$ cat src/common/nibble_alu_pkg.sv
// shared constants, types and register map of the nibble ALU
package nibble_alu_pkg;

  // ------------------------------------------------------------
  // register map (word indices, byte address = 4 * index)
  // ------------------------------------------------------------
  localparam int          ADDR_W           = 12;
  localparam logic [9:0]  IDX_COMMAND      = 10'h000;
  localparam logic [9:0]  IDX_RESULT       = 10'h001;
  localparam logic [9:0]  IDX_STATUS       = 10'h07F;
  localparam logic [6:0]  STATUS_DATA_ADDR = 7'h7F;

  // ------------------------------------------------------------
  // reset values
  // ------------------------------------------------------------
  localparam logic [3:0]  STATUS_RESET     = 4'h0;
  localparam logic [31:0] COMMAND_RESET    = 32'h0000_0000;
  localparam logic [3:0]  RESULT_RESET     = 4'h0;

  // ------------------------------------------------------------
  // decimal adjustment constants
  // ------------------------------------------------------------
  localparam logic [3:0]  DEC_MAX_DIGIT    = 4'h9;
  localparam logic [3:0]  DEC_FIX          = 4'h6;
  localparam logic [3:0]  DEC_BAD_DIGIT    = 4'hA;
  localparam logic [3:0]  DEC_ADD_TOP      = 4'h3;
  localparam logic [3:0]  DEC_SUB_LOW      = 4'h6;

  // ------------------------------------------------------------
  // operation codes
  // ------------------------------------------------------------
  typedef enum logic [3:0] {
    OP_ADD                      = 4'h0,
    OP_ADD_WITH_CARRY           = 4'h1,
    OP_SUB                      = 4'h2,
    OP_SUBTRACT_WITH_BORROW     = 4'h3,
    OP_OR                       = 4'h4,
    OP_AND                      = 4'h5,
    OP_XOR                      = 4'h6,
    OP_SKIP_IF_BITS_SET         = 4'h8,
    OP_SKIP_IF_BITS_CLEAR       = 4'h9,
    OP_SKIP_IF_EQUAL            = 4'hA,
    OP_SKIP_IF_NOT_EQUAL        = 4'hB,
    OP_SKIP_IF_GREATER_OR_EQUAL = 4'hC,
    OP_SKIP_IF_LESS             = 4'hD
  } op_type;

  // ------------------------------------------------------------
  // carriers
  // ------------------------------------------------------------
  typedef struct packed {
    logic [11:0] spare;
    logic        to_reg;
    logic [6:0]  dest;
    logic [3:0]  operand_b;
    logic [3:0]  operand_a;
    op_type      op;
  } cmd_type;

  typedef struct packed {
    logic decimal;
    logic compare_only_flag;
    logic zero;
    logic carry_flag;
  } status_type;

endpackage : nibble_alu_pkg

$ cat src/rtl/alu_decimal_adjust.sv
// decimal adjustment of a binary nibble result with carry
`timescale 1ns/1ps
module alu_decimal_adjust
  import nibble_alu_pkg::*;
(
  input  wire logic       is_sub,
  input  wire logic       bin_carry,
  input  wire logic [3:0] bin_digit,
  output logic            dec_carry,
  output logic [3:0]      dec_digit
);

  // ------------------------------------------------------------
  // adjustment
  // ------------------------------------------------------------
  always_comb begin
    dec_carry = 1'b1;
    dec_digit = bin_digit | DEC_BAD_DIGIT;
    if (!is_sub) begin
      if (!bin_carry && bin_digit <= DEC_MAX_DIGIT) begin
        dec_carry = 1'b0;
        dec_digit = bin_digit;
      end else if (!bin_carry || bin_digit <= DEC_ADD_TOP) begin
        dec_digit = bin_digit + DEC_FIX;
      end
    end else begin
      if (!bin_carry && bin_digit <= DEC_MAX_DIGIT) begin
        dec_carry = 1'b0;
        dec_digit = bin_digit;
      end else if (bin_carry && bin_digit >= DEC_SUB_LOW) begin
        dec_digit = bin_digit - DEC_FIX;
      end
    end
  end

endmodule : alu_decimal_adjust

$ cat src/rtl/alu_skip_eval.sv
// skip decision for bit tests and immediate compares
`timescale 1ns/1ps
module alu_skip_eval
  import nibble_alu_pkg::*;
(
  input  wire op_type     op,
  input  wire logic [3:0] mem_nibble,
  input  wire logic [3:0] immediate_nibble,
  output logic            skip,
  output logic            is_test
);

  logic [3:0] all_set;
  logic [3:0] all_clear;

  // ------------------------------------------------------------
  // per-bit mask test
  // ------------------------------------------------------------
  for (genvar i = 0; i < 4; i++) begin : g_bit
    assign all_set[i]   = !immediate_nibble[i] || mem_nibble[i];
    assign all_clear[i] = !immediate_nibble[i] || !mem_nibble[i];
  end

  always_comb begin
    skip    = 1'b0;
    is_test = 1'b1;
    case (op)
      OP_SKIP_IF_BITS_SET:         skip = &all_set;
      OP_SKIP_IF_BITS_CLEAR:       skip = &all_clear;
      OP_SKIP_IF_EQUAL:            skip = mem_nibble == immediate_nibble;
      OP_SKIP_IF_NOT_EQUAL:        skip = mem_nibble != immediate_nibble;
      OP_SKIP_IF_GREATER_OR_EQUAL: skip = mem_nibble >= immediate_nibble;
      OP_SKIP_IF_LESS:             skip = mem_nibble < immediate_nibble;
      default:                     is_test = 1'b0;
    endcase
  end

endmodule : alu_skip_eval

$ cat src/rtl/nibble_alu_bcd_compare_skip.sv
// nibble ALU with binary/decimal arithmetic, logic ops and skip tests behind APB
//
// Overview of operation
// - binary mode, no compare-only: add or subtract in four bits, write result back.
// - binary carry set on overflow above 1111B or borrow below 0000B.
// - binary, compare-only off: zero set when result is 0000B, despite carry.
// - compare-only: add and subtract compute and update flags, but never write the result back.
// - compare-only: zero result keeps zero flag, nonzero result clears it.
// - decimal mode: store decimal result, carry above 1001B or below 0000B.
// - decimal, compare-only off: zero set when decimal result is 0000B.
// - decimal result comes from binary result plus carry through an adjust stage.
// - decimal results out of range give carry and a digit of 1010B or more.
// - stored arithmetic result aimed at status word overwrites the new flags.
// - OR, AND, XOR per truth table, result written to first operand.
// - logic ops ignore decimal and compare-only, always write, keep carry and zero unless aimed at status word.
// - bits-set test skips when every masked memory bit is one.
// - bits-clear test skips when every masked memory bit is zero.
// - bit tests ignore decimal, keep carry and zero, clear compare-only.
// - equal, not-equal, greater-or-equal, less compares skip when relation holds.
// - compares ignore decimal and compare-only, keep carry and zero.
// - a taken skip pulses SKIP_NEXT for one cycle; the next command written still executes.
// - stored results go to the first operand's register or memory address.
// - add-with-carry adds carry, subtract-with-borrow subtracts borrow held in carry.
//
// Local design decision: register access over APB.
`timescale 1ns/1ps
module nibble_alu_bcd_compare_skip
  import nibble_alu_pkg::*;
(
  input  wire logic              REF_CLK,
  input  wire logic              NRST,
  input  wire logic              PSEL,
  input  wire logic              PENABLE,
  input  wire logic              PWRITE,
  input  wire logic [ADDR_W-1:0] PADDR,
  input  wire logic [31:0]       PWDATA,
  output logic      [31:0]       PRDATA,
  output logic                   PREADY,
  output logic                   PSLVERR,
  output logic      [3:0]        RESULT_DATA,
  output logic      [6:0]        RESULT_ADDR,
  output logic                   RESULT_TO_REG,
  output logic                   RESULT_WE,
  output logic                   SKIP_NEXT
);

  // ------------------------------------------------------------
  // state
  // ------------------------------------------------------------
  status_type  status_q,    status_d;
  logic [31:0] command_q,   command_d;
  logic [31:0] prdata_q,    prdata_d;
  logic        pready_q,    pready_d;
  logic        pslverr_q,   pslverr_d;
  logic [3:0]  result_q,    result_d;
  logic [6:0]  raddr_q,     raddr_d;
  logic        to_reg_q,    to_reg_d;
  logic        we_q,        we_d;
  logic        skip_q,      skip_d;

  // ------------------------------------------------------------
  // bus decode
  // ------------------------------------------------------------
  cmd_type     cmd_w;
  logic [9:0]  index_w;
  logic        mapped_w;
  logic        setup_w;
  logic        access_w;
  logic        fire_w;
  logic        status_wr_w;

  assign cmd_w       = cmd_type'(PWDATA);
  assign index_w     = PADDR[ADDR_W-1:2];
  assign mapped_w    = (index_w == IDX_COMMAND) || (index_w == IDX_RESULT) || (index_w == IDX_STATUS);
  assign setup_w     = PSEL && !PENABLE;
  assign access_w    = PSEL && PENABLE && pready_q;
  assign fire_w      = access_w && PWRITE && (index_w == IDX_COMMAND);
  assign status_wr_w = access_w && PWRITE && (index_w == IDX_STATUS);

  // ------------------------------------------------------------
  // datapath
  // ------------------------------------------------------------
  logic        is_add_w;
  logic        is_sub_w;
  logic        is_arith_w;
  logic        is_logic_w;
  logic        carry_in_w;
  logic [4:0]  bin5_w;
  logic [3:0]  dec_digit_w;
  logic        dec_carry_w;
  logic [3:0]  arith_digit_w;
  logic        arith_carry_w;
  logic [3:0]  logic_res_w;
  logic        skip_w;
  logic        is_test_w;

  assign is_add_w   = (cmd_w.op == OP_ADD) || (cmd_w.op == OP_ADD_WITH_CARRY);
  assign is_sub_w   = (cmd_w.op == OP_SUB) || (cmd_w.op == OP_SUBTRACT_WITH_BORROW);
  assign is_arith_w = is_add_w || is_sub_w;
  assign is_logic_w = (cmd_w.op == OP_OR) || (cmd_w.op == OP_AND) || (cmd_w.op == OP_XOR);
  // carry feeds in only for the with-carry forms
  assign carry_in_w = status_q.carry_flag &&
                      ((cmd_w.op == OP_ADD_WITH_CARRY) || (cmd_w.op == OP_SUBTRACT_WITH_BORROW));

  // five-bit result, bit 4 is carry or borrow
  assign bin5_w = is_sub_w ? ({1'b0, cmd_w.operand_a} - {1'b0, cmd_w.operand_b} - {4'h0, carry_in_w})
                           : ({1'b0, cmd_w.operand_a} + {1'b0, cmd_w.operand_b} + {4'h0, carry_in_w});

  alu_decimal_adjust u_adjust (
    .is_sub    (is_sub_w),
    .bin_carry (bin5_w[4]),
    .bin_digit (bin5_w[3:0]),
    .dec_carry (dec_carry_w),
    .dec_digit (dec_digit_w)
  );

  assign arith_digit_w = status_q.decimal ? dec_digit_w : bin5_w[3:0];
  assign arith_carry_w = status_q.decimal ? dec_carry_w : bin5_w[4];

  always_comb begin
    case (cmd_w.op)
      OP_OR:   logic_res_w = cmd_w.operand_a | cmd_w.operand_b;
      OP_AND:  logic_res_w = cmd_w.operand_a & cmd_w.operand_b;
      OP_XOR:  logic_res_w = cmd_w.operand_a ^ cmd_w.operand_b;
      default: logic_res_w = 4'h0;
    endcase
  end

  alu_skip_eval u_skip (
    .op               (cmd_w.op),
    .mem_nibble       (cmd_w.operand_a),
    .immediate_nibble (cmd_w.operand_b),
    .skip             (skip_w),
    .is_test          (is_test_w)
  );

  // ------------------------------------------------------------
  // next state
  // ------------------------------------------------------------
  always_comb begin
    status_d  = status_q;
    command_d = command_q;
    prdata_d  = prdata_q;
    pready_d  = 1'b0;
    pslverr_d = 1'b0;
    result_d  = result_q;
    raddr_d   = raddr_q;
    to_reg_d  = to_reg_q;
    we_d      = 1'b0;
    skip_d    = 1'b0;

    // no wait state: answer prepared in the setup cycle
    if (setup_w) begin
      pready_d  = 1'b1;
      pslverr_d = !mapped_w;
      case (index_w)
        IDX_COMMAND: prdata_d = command_q;
        IDX_RESULT:  prdata_d = {26'h0, skip_q, we_q, result_q};
        IDX_STATUS:  prdata_d = {28'h0, status_q};
        default:     prdata_d = 32'h0000_0000;
      endcase
    end

    if (status_wr_w) begin
      status_d = status_type'(PWDATA[3:0]);
    end

    if (fire_w) begin
      command_d = PWDATA;
      if (is_arith_w) begin
        status_d.carry_flag = arith_carry_w;
        if (status_q.compare_only_flag) begin
          // zero accumulates over chained compares
          if (arith_digit_w != 4'h0) begin
            status_d.zero = 1'b0;
          end
        end else begin
          status_d.zero = (arith_digit_w == 4'h0);
          result_d      = arith_digit_w;
          raddr_d       = cmd_w.dest;
          to_reg_d      = cmd_w.to_reg;
          we_d          = 1'b1;
          if (!cmd_w.to_reg && cmd_w.dest == STATUS_DATA_ADDR) begin
            status_d = status_type'(arith_digit_w);
          end
        end
      end else if (is_logic_w) begin
        // flags untouched whatever the mode bits say, unless the result is aimed at the status word
        result_d = logic_res_w;
        raddr_d  = cmd_w.dest;
        to_reg_d = cmd_w.to_reg;
        we_d     = 1'b1;
        if (!cmd_w.to_reg && cmd_w.dest == STATUS_DATA_ADDR) begin
          status_d = status_type'(logic_res_w);
        end
      end else if (is_test_w) begin
        skip_d = skip_w;
        if (cmd_w.op == OP_SKIP_IF_BITS_SET || cmd_w.op == OP_SKIP_IF_BITS_CLEAR) begin
          status_d.compare_only_flag = 1'b0;
        end
      end
    end
  end

  // ------------------------------------------------------------
  // registers
  // ------------------------------------------------------------
  always_ff @(posedge REF_CLK or negedge NRST) begin
    if (!NRST) begin
      status_q  <= status_type'(STATUS_RESET);
      command_q <= COMMAND_RESET;
      prdata_q  <= 32'h0000_0000;
      pready_q  <= 1'b0;
      pslverr_q <= 1'b0;
      result_q  <= RESULT_RESET;
      raddr_q   <= 7'h00;
      to_reg_q  <= 1'b0;
      we_q      <= 1'b0;
      skip_q    <= 1'b0;
    end else begin
      status_q  <= status_d;
      command_q <= command_d;
      prdata_q  <= prdata_d;
      pready_q  <= pready_d;
      pslverr_q <= pslverr_d;
      result_q  <= result_d;
      raddr_q   <= raddr_d;
      to_reg_q  <= to_reg_d;
      we_q      <= we_d;
      skip_q    <= skip_d;
    end
  end

  assign PRDATA        = prdata_q;
  assign PREADY        = pready_q;
  assign PSLVERR       = pslverr_q;
  assign RESULT_DATA   = result_q;
  assign RESULT_ADDR   = raddr_q;
  assign RESULT_TO_REG = to_reg_q;
  assign RESULT_WE     = we_q;
  assign SKIP_NEXT     = skip_q;

  // ------------------------------------------------------------
  // checks
  // ------------------------------------------------------------
  logic [4:0] chk_sum5;
  logic [3:0] chk_a;
  logic [3:0] chk_b;
  logic       chk_status_dest;
  logic [4:0] chk_sum_c5;

  assign chk_sum5        = {1'b0, cmd_w.operand_a} + {1'b0, cmd_w.operand_b};
  assign chk_a           = cmd_w.operand_a;
  assign chk_b           = cmd_w.operand_b;
  assign chk_status_dest = !cmd_w.to_reg && (cmd_w.dest == STATUS_DATA_ADDR);
  assign chk_sum_c5      = chk_sum5 + {4'h0, status_q.carry_flag};

  a_binary_carry: assert property (@(posedge REF_CLK) disable iff (!NRST)
    fire_w && cmd_w.op == OP_ADD && !status_q.decimal && !chk_status_dest
    |=> status_q.carry_flag == ($past(chk_sum5) > 5'h0F))
    else $error("binary carry wrong");

  a_binary_zero: assert property (@(posedge REF_CLK) disable iff (!NRST)
    fire_w && cmd_w.op == OP_ADD && !status_q.decimal && !status_q.compare_only_flag && !chk_status_dest
    |=> status_q.zero == ($past(chk_sum5[3:0]) == 4'h0) && RESULT_WE && RESULT_DATA == $past(chk_sum5[3:0]))
    else $error("binary zero or result wrong");

  a_compare_nowrite: assert property (@(posedge REF_CLK) disable iff (!NRST)
    fire_w && is_arith_w && status_q.compare_only_flag
    |=> !RESULT_WE && $stable(RESULT_DATA))
    else $error("result written under compare-only");

  a_compare_zero: assert property (@(posedge REF_CLK) disable iff (!NRST)
    fire_w && cmd_w.op == OP_SUB && !status_q.decimal && status_q.compare_only_flag
    |=> status_q.zero == ($past(status_q.zero) && $past(chk_a) == $past(chk_b)))
    else $error("zero accumulation wrong");

  a_decimal_carry: assert property (@(posedge REF_CLK) disable iff (!NRST)
    fire_w && cmd_w.op == OP_ADD && status_q.decimal && !status_q.compare_only_flag
    && chk_sum5 <= 5'h13 && !chk_status_dest
    |=> status_q.carry_flag == ($past(chk_sum5) > 5'h09) && RESULT_DATA <= 4'h9)
    else $error("decimal carry wrong");

  a_decimal_range: assert property (@(posedge REF_CLK) disable iff (!NRST)
    fire_w && cmd_w.op == OP_ADD && status_q.decimal && !status_q.compare_only_flag
    && chk_sum5 > 5'h13 && !chk_status_dest
    |=> status_q.carry_flag && RESULT_DATA >= 4'hA)
    else $error("decimal out-of-range marking wrong");

  a_status_over: assert property (@(posedge REF_CLK) disable iff (!NRST)
    fire_w && cmd_w.op == OP_ADD && !status_q.decimal && !status_q.compare_only_flag && chk_status_dest
    |=> status_q == status_type'($past(chk_sum5[3:0])))
    else $error("status overwrite wrong");

  a_logic_flags: assert property (@(posedge REF_CLK) disable iff (!NRST)
    fire_w && is_logic_w && !chk_status_dest
    |=> RESULT_WE && $stable(status_q))
    else $error("logic op touched flags or skipped write");

  a_bit_test: assert property (@(posedge REF_CLK) disable iff (!NRST)
    fire_w && cmd_w.op == OP_SKIP_IF_BITS_SET
    |=> !status_q.compare_only_flag && $stable(status_q.carry_flag) && $stable(status_q.zero) && !RESULT_WE)
    else $error("bit test flag handling wrong");

  a_skip_less: assert property (@(posedge REF_CLK) disable iff (!NRST)
    fire_w && cmd_w.op == OP_SKIP_IF_LESS
    |=> SKIP_NEXT == ($past(chk_a) < $past(chk_b)) && $stable(status_q))
    else $error("less compare wrong");

  a_skip_pulse: assert property (@(posedge REF_CLK) disable iff (!NRST)
    SKIP_NEXT |-> $past(fire_w) && $past(is_test_w) && !RESULT_WE)
    else $error("skip without test");

  a_decimal_zero: assert property (@(posedge REF_CLK) disable iff (!NRST)
    fire_w && is_arith_w && status_q.decimal && !status_q.compare_only_flag && !chk_status_dest
    |=> RESULT_WE && status_q.zero == (RESULT_DATA == 4'h0))
    else $error("decimal zero wrong");

  a_carry_chain: assert property (@(posedge REF_CLK) disable iff (!NRST)
    fire_w && cmd_w.op == OP_ADD_WITH_CARRY && !status_q.decimal && !chk_status_dest
    |=> status_q.carry_flag == ($past(chk_sum_c5) > 5'h0F))
    else $error("add with carry wrong");

  a_logic_xor: assert property (@(posedge REF_CLK) disable iff (!NRST)
    fire_w && cmd_w.op == OP_XOR
    |=> RESULT_WE && RESULT_DATA == ($past(chk_a) ^ $past(chk_b)))
    else $error("xor result wrong");

  a_bits_set: assert property (@(posedge REF_CLK) disable iff (!NRST)
    fire_w && cmd_w.op == OP_SKIP_IF_BITS_SET
    |=> SKIP_NEXT == (($past(chk_a) & $past(chk_b)) == $past(chk_b)))
    else $error("bits-set skip wrong");

  a_bits_clear: assert property (@(posedge REF_CLK) disable iff (!NRST)
    fire_w && cmd_w.op == OP_SKIP_IF_BITS_CLEAR
    |=> SKIP_NEXT == (($past(chk_a) & $past(chk_b)) == 4'h0) && !status_q.compare_only_flag)
    else $error("bits-clear skip wrong");

  a_skip_equal: assert property (@(posedge REF_CLK) disable iff (!NRST)
    fire_w && cmd_w.op == OP_SKIP_IF_EQUAL
    |=> SKIP_NEXT == ($past(chk_a) == $past(chk_b)))
    else $error("equal compare wrong");

  a_compare_flags: assert property (@(posedge REF_CLK) disable iff (!NRST)
    fire_w && (cmd_w.op == OP_SKIP_IF_EQUAL || cmd_w.op == OP_SKIP_IF_NOT_EQUAL
    || cmd_w.op == OP_SKIP_IF_GREATER_OR_EQUAL || cmd_w.op == OP_SKIP_IF_LESS)
    |=> $stable(status_q) && !RESULT_WE)
    else $error("compare touched flags");

endmodule : nibble_alu_bcd_compare_skip

$ cat config.mk
export PLATFORM = sky130hd
export DESIGN_NAME = nibble_alu_bcd_compare_skip
export DESIGN_NICKNAME = d
export VERILOG_FILES = /design/src/common/nibble_alu_pkg.sv /design/src/rtl/alu_decimal_adjust.sv /design/src/rtl/alu_skip_eval.sv /design/src/rtl/nibble_alu_bcd_compare_skip.sv
export SDC_FILE = /design/constraint.sdc
export NUM_CORES = 1
export LEC_CHECK = 0
export ABC_AREA = 1
export BUFFER_PORTS_ARGS = -buffer_cell sky130_fd_sc_hd__buf_2
export CAP_MARGIN = 25
export CORE_ASPECT_RATIO = 0.7
export CORE_MARGIN = 2
export CORE_UTILIZATION = 50
export CTS_CLUSTER_DIAMETER = 60
export DETAILED_ROUTE_END_ITERATION = 8
export PLACE_DENSITY = 0.74
export RECOVER_POWER = 100
export SLEW_MARGIN = 20
export SYNTH_ARGS = -nofsm -noshare
export SYNTH_HDL_FRONTEND = slang
export SYNTH_SLANG_ARGS = --single-unit
export TNS_END_PERCENT = 20
$ cat constraint.sdc
create_clock -name REF_CLK -period 6.02 [get_ports REF_CLK]
set_input_delay 0.301 -clock REF_CLK [delete_from_list [all_inputs] [get_ports REF_CLK]]
set_output_delay 0.301 -clock REF_CLK [all_outputs]
set_load 0.02 [all_outputs]
==> impl_metrics.tcl <==
set metrics [dict create \
    setup_slack_ps 1880 \
    crit_path_end_kind "flip-flop" \
    synth_fa_ha_area_frac 0.0749 \
    final_common_cell "nand2_1" \
    place_inst 797 \
    placed_cell_area_mm2 0.00529 \
    period_share 0.687 \
    post-route-min-period_ps 4140 \
    yosys.cell_types.count 45 \
    powerDensity_mw_per_mm2 233 \
    outcome "finished, final reports clean" \
    dr.pass1.iters 6 \
    rrSetupSlack_ps 2760 \
    hold_violations 0 \
    cp_num_buf_inv 4 \
    die_width_um 120 \
    layout_common_cells "nand2_1, dfrtp_1, nand3_1, inv_1, clkbuf_1" \
    max_stage_delay_ps 1050 \
    cap_violations 0 \
    rsz0062_at_grt "no" \
    critical_path.cell_chain "buf_2, or2_0, nor3_1, nand2_1, nor2_2, clkbuf_1, inv_2, nor2_1, nand2_1, clkinv_1, nor2_1, a31oi_1" \
    crit_path_start_kind "input pin" \
    synth_nets 673 \
    drt-initial-drc-count 326 \
    h-tree-depth 3 \
    drt_wl_total_um 12200 \
    crit_fanout 32 \
    slowest_stage "clkbuf_1" \
    hold_class "in -> async" \
    die_h_um 85.5 \
    cp_data_required_time_ps 6260 \
    vias_per_cell 5.37 \
    cp_top_family "simple AND/OR/NAND/NOR gates" \
    clockBufferDepth 2 \
    drv_slew 0 \
    ys_warn_count 0 \
    die-area_mm2 0.0103 \
    worstSetupPathType "in -> reg" \
    cts_hold_buf 0 \
    grt_use_total 0.246 \
    reg2reg_depth 21 \
    fmax_ghz 0.242 \
    synthCells 598 \
    synthSimpleGateAreaFrac 0.305 \
    cts_buffers 9 \
    cts_tree "built" \
    r2r-end "status_q[1]$_DFF_PN0_" \
    synth_xor_area_frac 0.00185 \
    area_growth_pct 15.9 \
    grt_pass1_wl_um 20100 \
    core-area_mm2 0.00914 \
    slew_headroom 0.0371 \
    ir_worst_vdd_mv 0.139 \
    drive_above_1_share 0.119 \
    crit_arrival_ps 4380 \
    tns_ps 0 \
    antenna_cells 0 \
    instances_no_fill 812 \
    io_pins 97 \
    timing.rr.start "status_q[0]$_DFF_PN0_" \
    wl_per_cell_um 15.0 \
    grt_max_degree 85 \
    overflow 0 \
    clock_latency_ps 330 \
    num_rows 29 \
    finClkSkew_ps 7.37 \
    ant_nets 0 \
    synth_top_family_by_area "simple AND/OR/NAND/NOR gates" \
    grt_pass1_vias 4104 \
    cts_root_buf "clkbuf_16" \
    synthArstFlopShare 1.00 \
    tightest_slew_ps 1440 \
    clock_sinks 84 \
    synth_area_leaders "dfrtp_1, nand2_1, nand3_1" \
    gp_congestion 0.919 \
    dp_slack_ps 2490 \
    synth.top_cell.area_share 0.443 \
    synth_seq_area_share 0.443 \
    routed-via-count 4358 \
    io_buffers 94 \
    fin_nets 760 \
    crit_start "PADDR[5]" \
    synth_area_mm2 0.00475 \
    start_util 0.519 \
    cts_setup_buffers 0 \
    yosys_register_bits 84 \
    yosysTopAreaCell "dfrtp_1" \
    synth_flop_cell "dfrtp_1" \
    avgSynthCellArea_um2 7.94 \
    dpl.hpwl_um 8880 \
    synth-edff-count 0 \
    cts_resized 0 \
    synth-compound-area-share 0.101 \
    antenna_found_initial 0 \
    p_leak_nw 2.88 \
    final_area_mm2 0.00550 \
    cts.clk_slew.worst_paths_ps 60 \
    finalSetupViolCount 0 \
    drcViolationCount 0 \
    yosys-mux-area-fraction 0.00211 \
]
==> routing by layer <==
metal | vias up | wire length [µm] | global-route usage
met4 | 0 | 159 | 0.0645
met1 | 2051 | 5600 | 0.357
li1 | 2113 | - | -
met5 | - | 0 | 0
met2 | 175 | 5370 | 0.369
met3 | 19 | 1030 | 0.0638
==> where the power goes <==
part | total, W | switching, W | internal, W
logic | 0.000196 | 0.000132 | 0.0000642
registers | 0.000566 | 0.000000513 | 0.000566
clock network | 0.000516 | 0.000201 | 0.000315
total | 0.00128 | 0.000333 | 0.000945
==> how the worst max path moves through the flow <==
stage	slack (ps)	to	depth (start not counted)
5_1_grt	1360	RESULT_DATA[1]$_DFFE_PN0P_	12
3_5_place_dp	2490	status_q[2]$_DFF_PN0_	24
4_1_cts	2820	status_q[1]$_DFF_PN0_	21
6_report	1880	RESULT_DATA[3]$_DFFE_PN0P_	12
2_1_floorplan	2940	status_q[1]$_DFF_PN0_	25
3_3_place_gp	2550	status_q[1]$_DFF_PN0_	25
==> worst reg2reg max path, cell delays in order (launching register included) <==
cell and delay (ps):
dfrtp_1 320, inv_1 50, nor3_1 290, inv_1 90
fa_1 430, fa_1 420, inv_1 80, nand2_1 50
nand2_1 190, nand2_8 80, nand2_8 80, inv_1 50
ha_1 180, mux2i_1 200, nand3_1 100, nand2_1 70
nand3_1 100, nor2_1 100, nand2_1 70, nand2_1 60
nand2_1 60, a21oi_2 110
==> final cells by class <==
cell class                      count  area (µm²)
Clock inverter                      3        40.0
Tap cell                          124         155
Sequential cell                    84        2100
Inverter                           63         244
Clock buffer                       11         233
Fill cell                         875        3640
Multi-Input combinational cell    430        2300
Timing Repair Buffer               97         428
==> synthesized netlist by cell type (4+ instances only) <==
master and count:
nand3_1 60, nand2_1 195, dfrtp_1 84, ha_1 22, buf_2 6, nor2_1 32
o21ai_0 33, a21oi_1 24, inv_1 57, inv_2 4, fa_1 4, clkbuf_1 10
o21ai_1 6, nand4_1 5, nand2_4 5, nor4_1 4
==> logic make-up after synthesis <==
group                      Yosys count
and+or+nand+nor                    318
AOI/OAI and AO/OA                   84
buffers and inverters               84
DFF                                 84
adders and majority gates           26
xor gates and xnor gates             1
muxes                                1
==> sequential cells by signal, indices dropped and copies added, names as in the netlist <==
name,count
PREADY,1
status_q,4
command_q,32
RESULT_ADDR,7
SKIP_NEXT,1
PSLVERR,1
RESULT_WE,1
RESULT_TO_REG,1
PRDATA,32
RESULT_DATA,4
==> through the flow <==
stage	utilization	power, W	hold slack [ps]
2_1_floorplan	-	0.000705	5.41
3_3_place_gp	0.579	0.000762	454
3_5_place_dp	0.579	0.000769	460
4_1_cts	0.608	0.00128	160
5_1_grt	0.601	0.00133	74.7
6_report	0.601	0.00128	8.05
No activity file was read; power rests on OpenSTA's default activity.
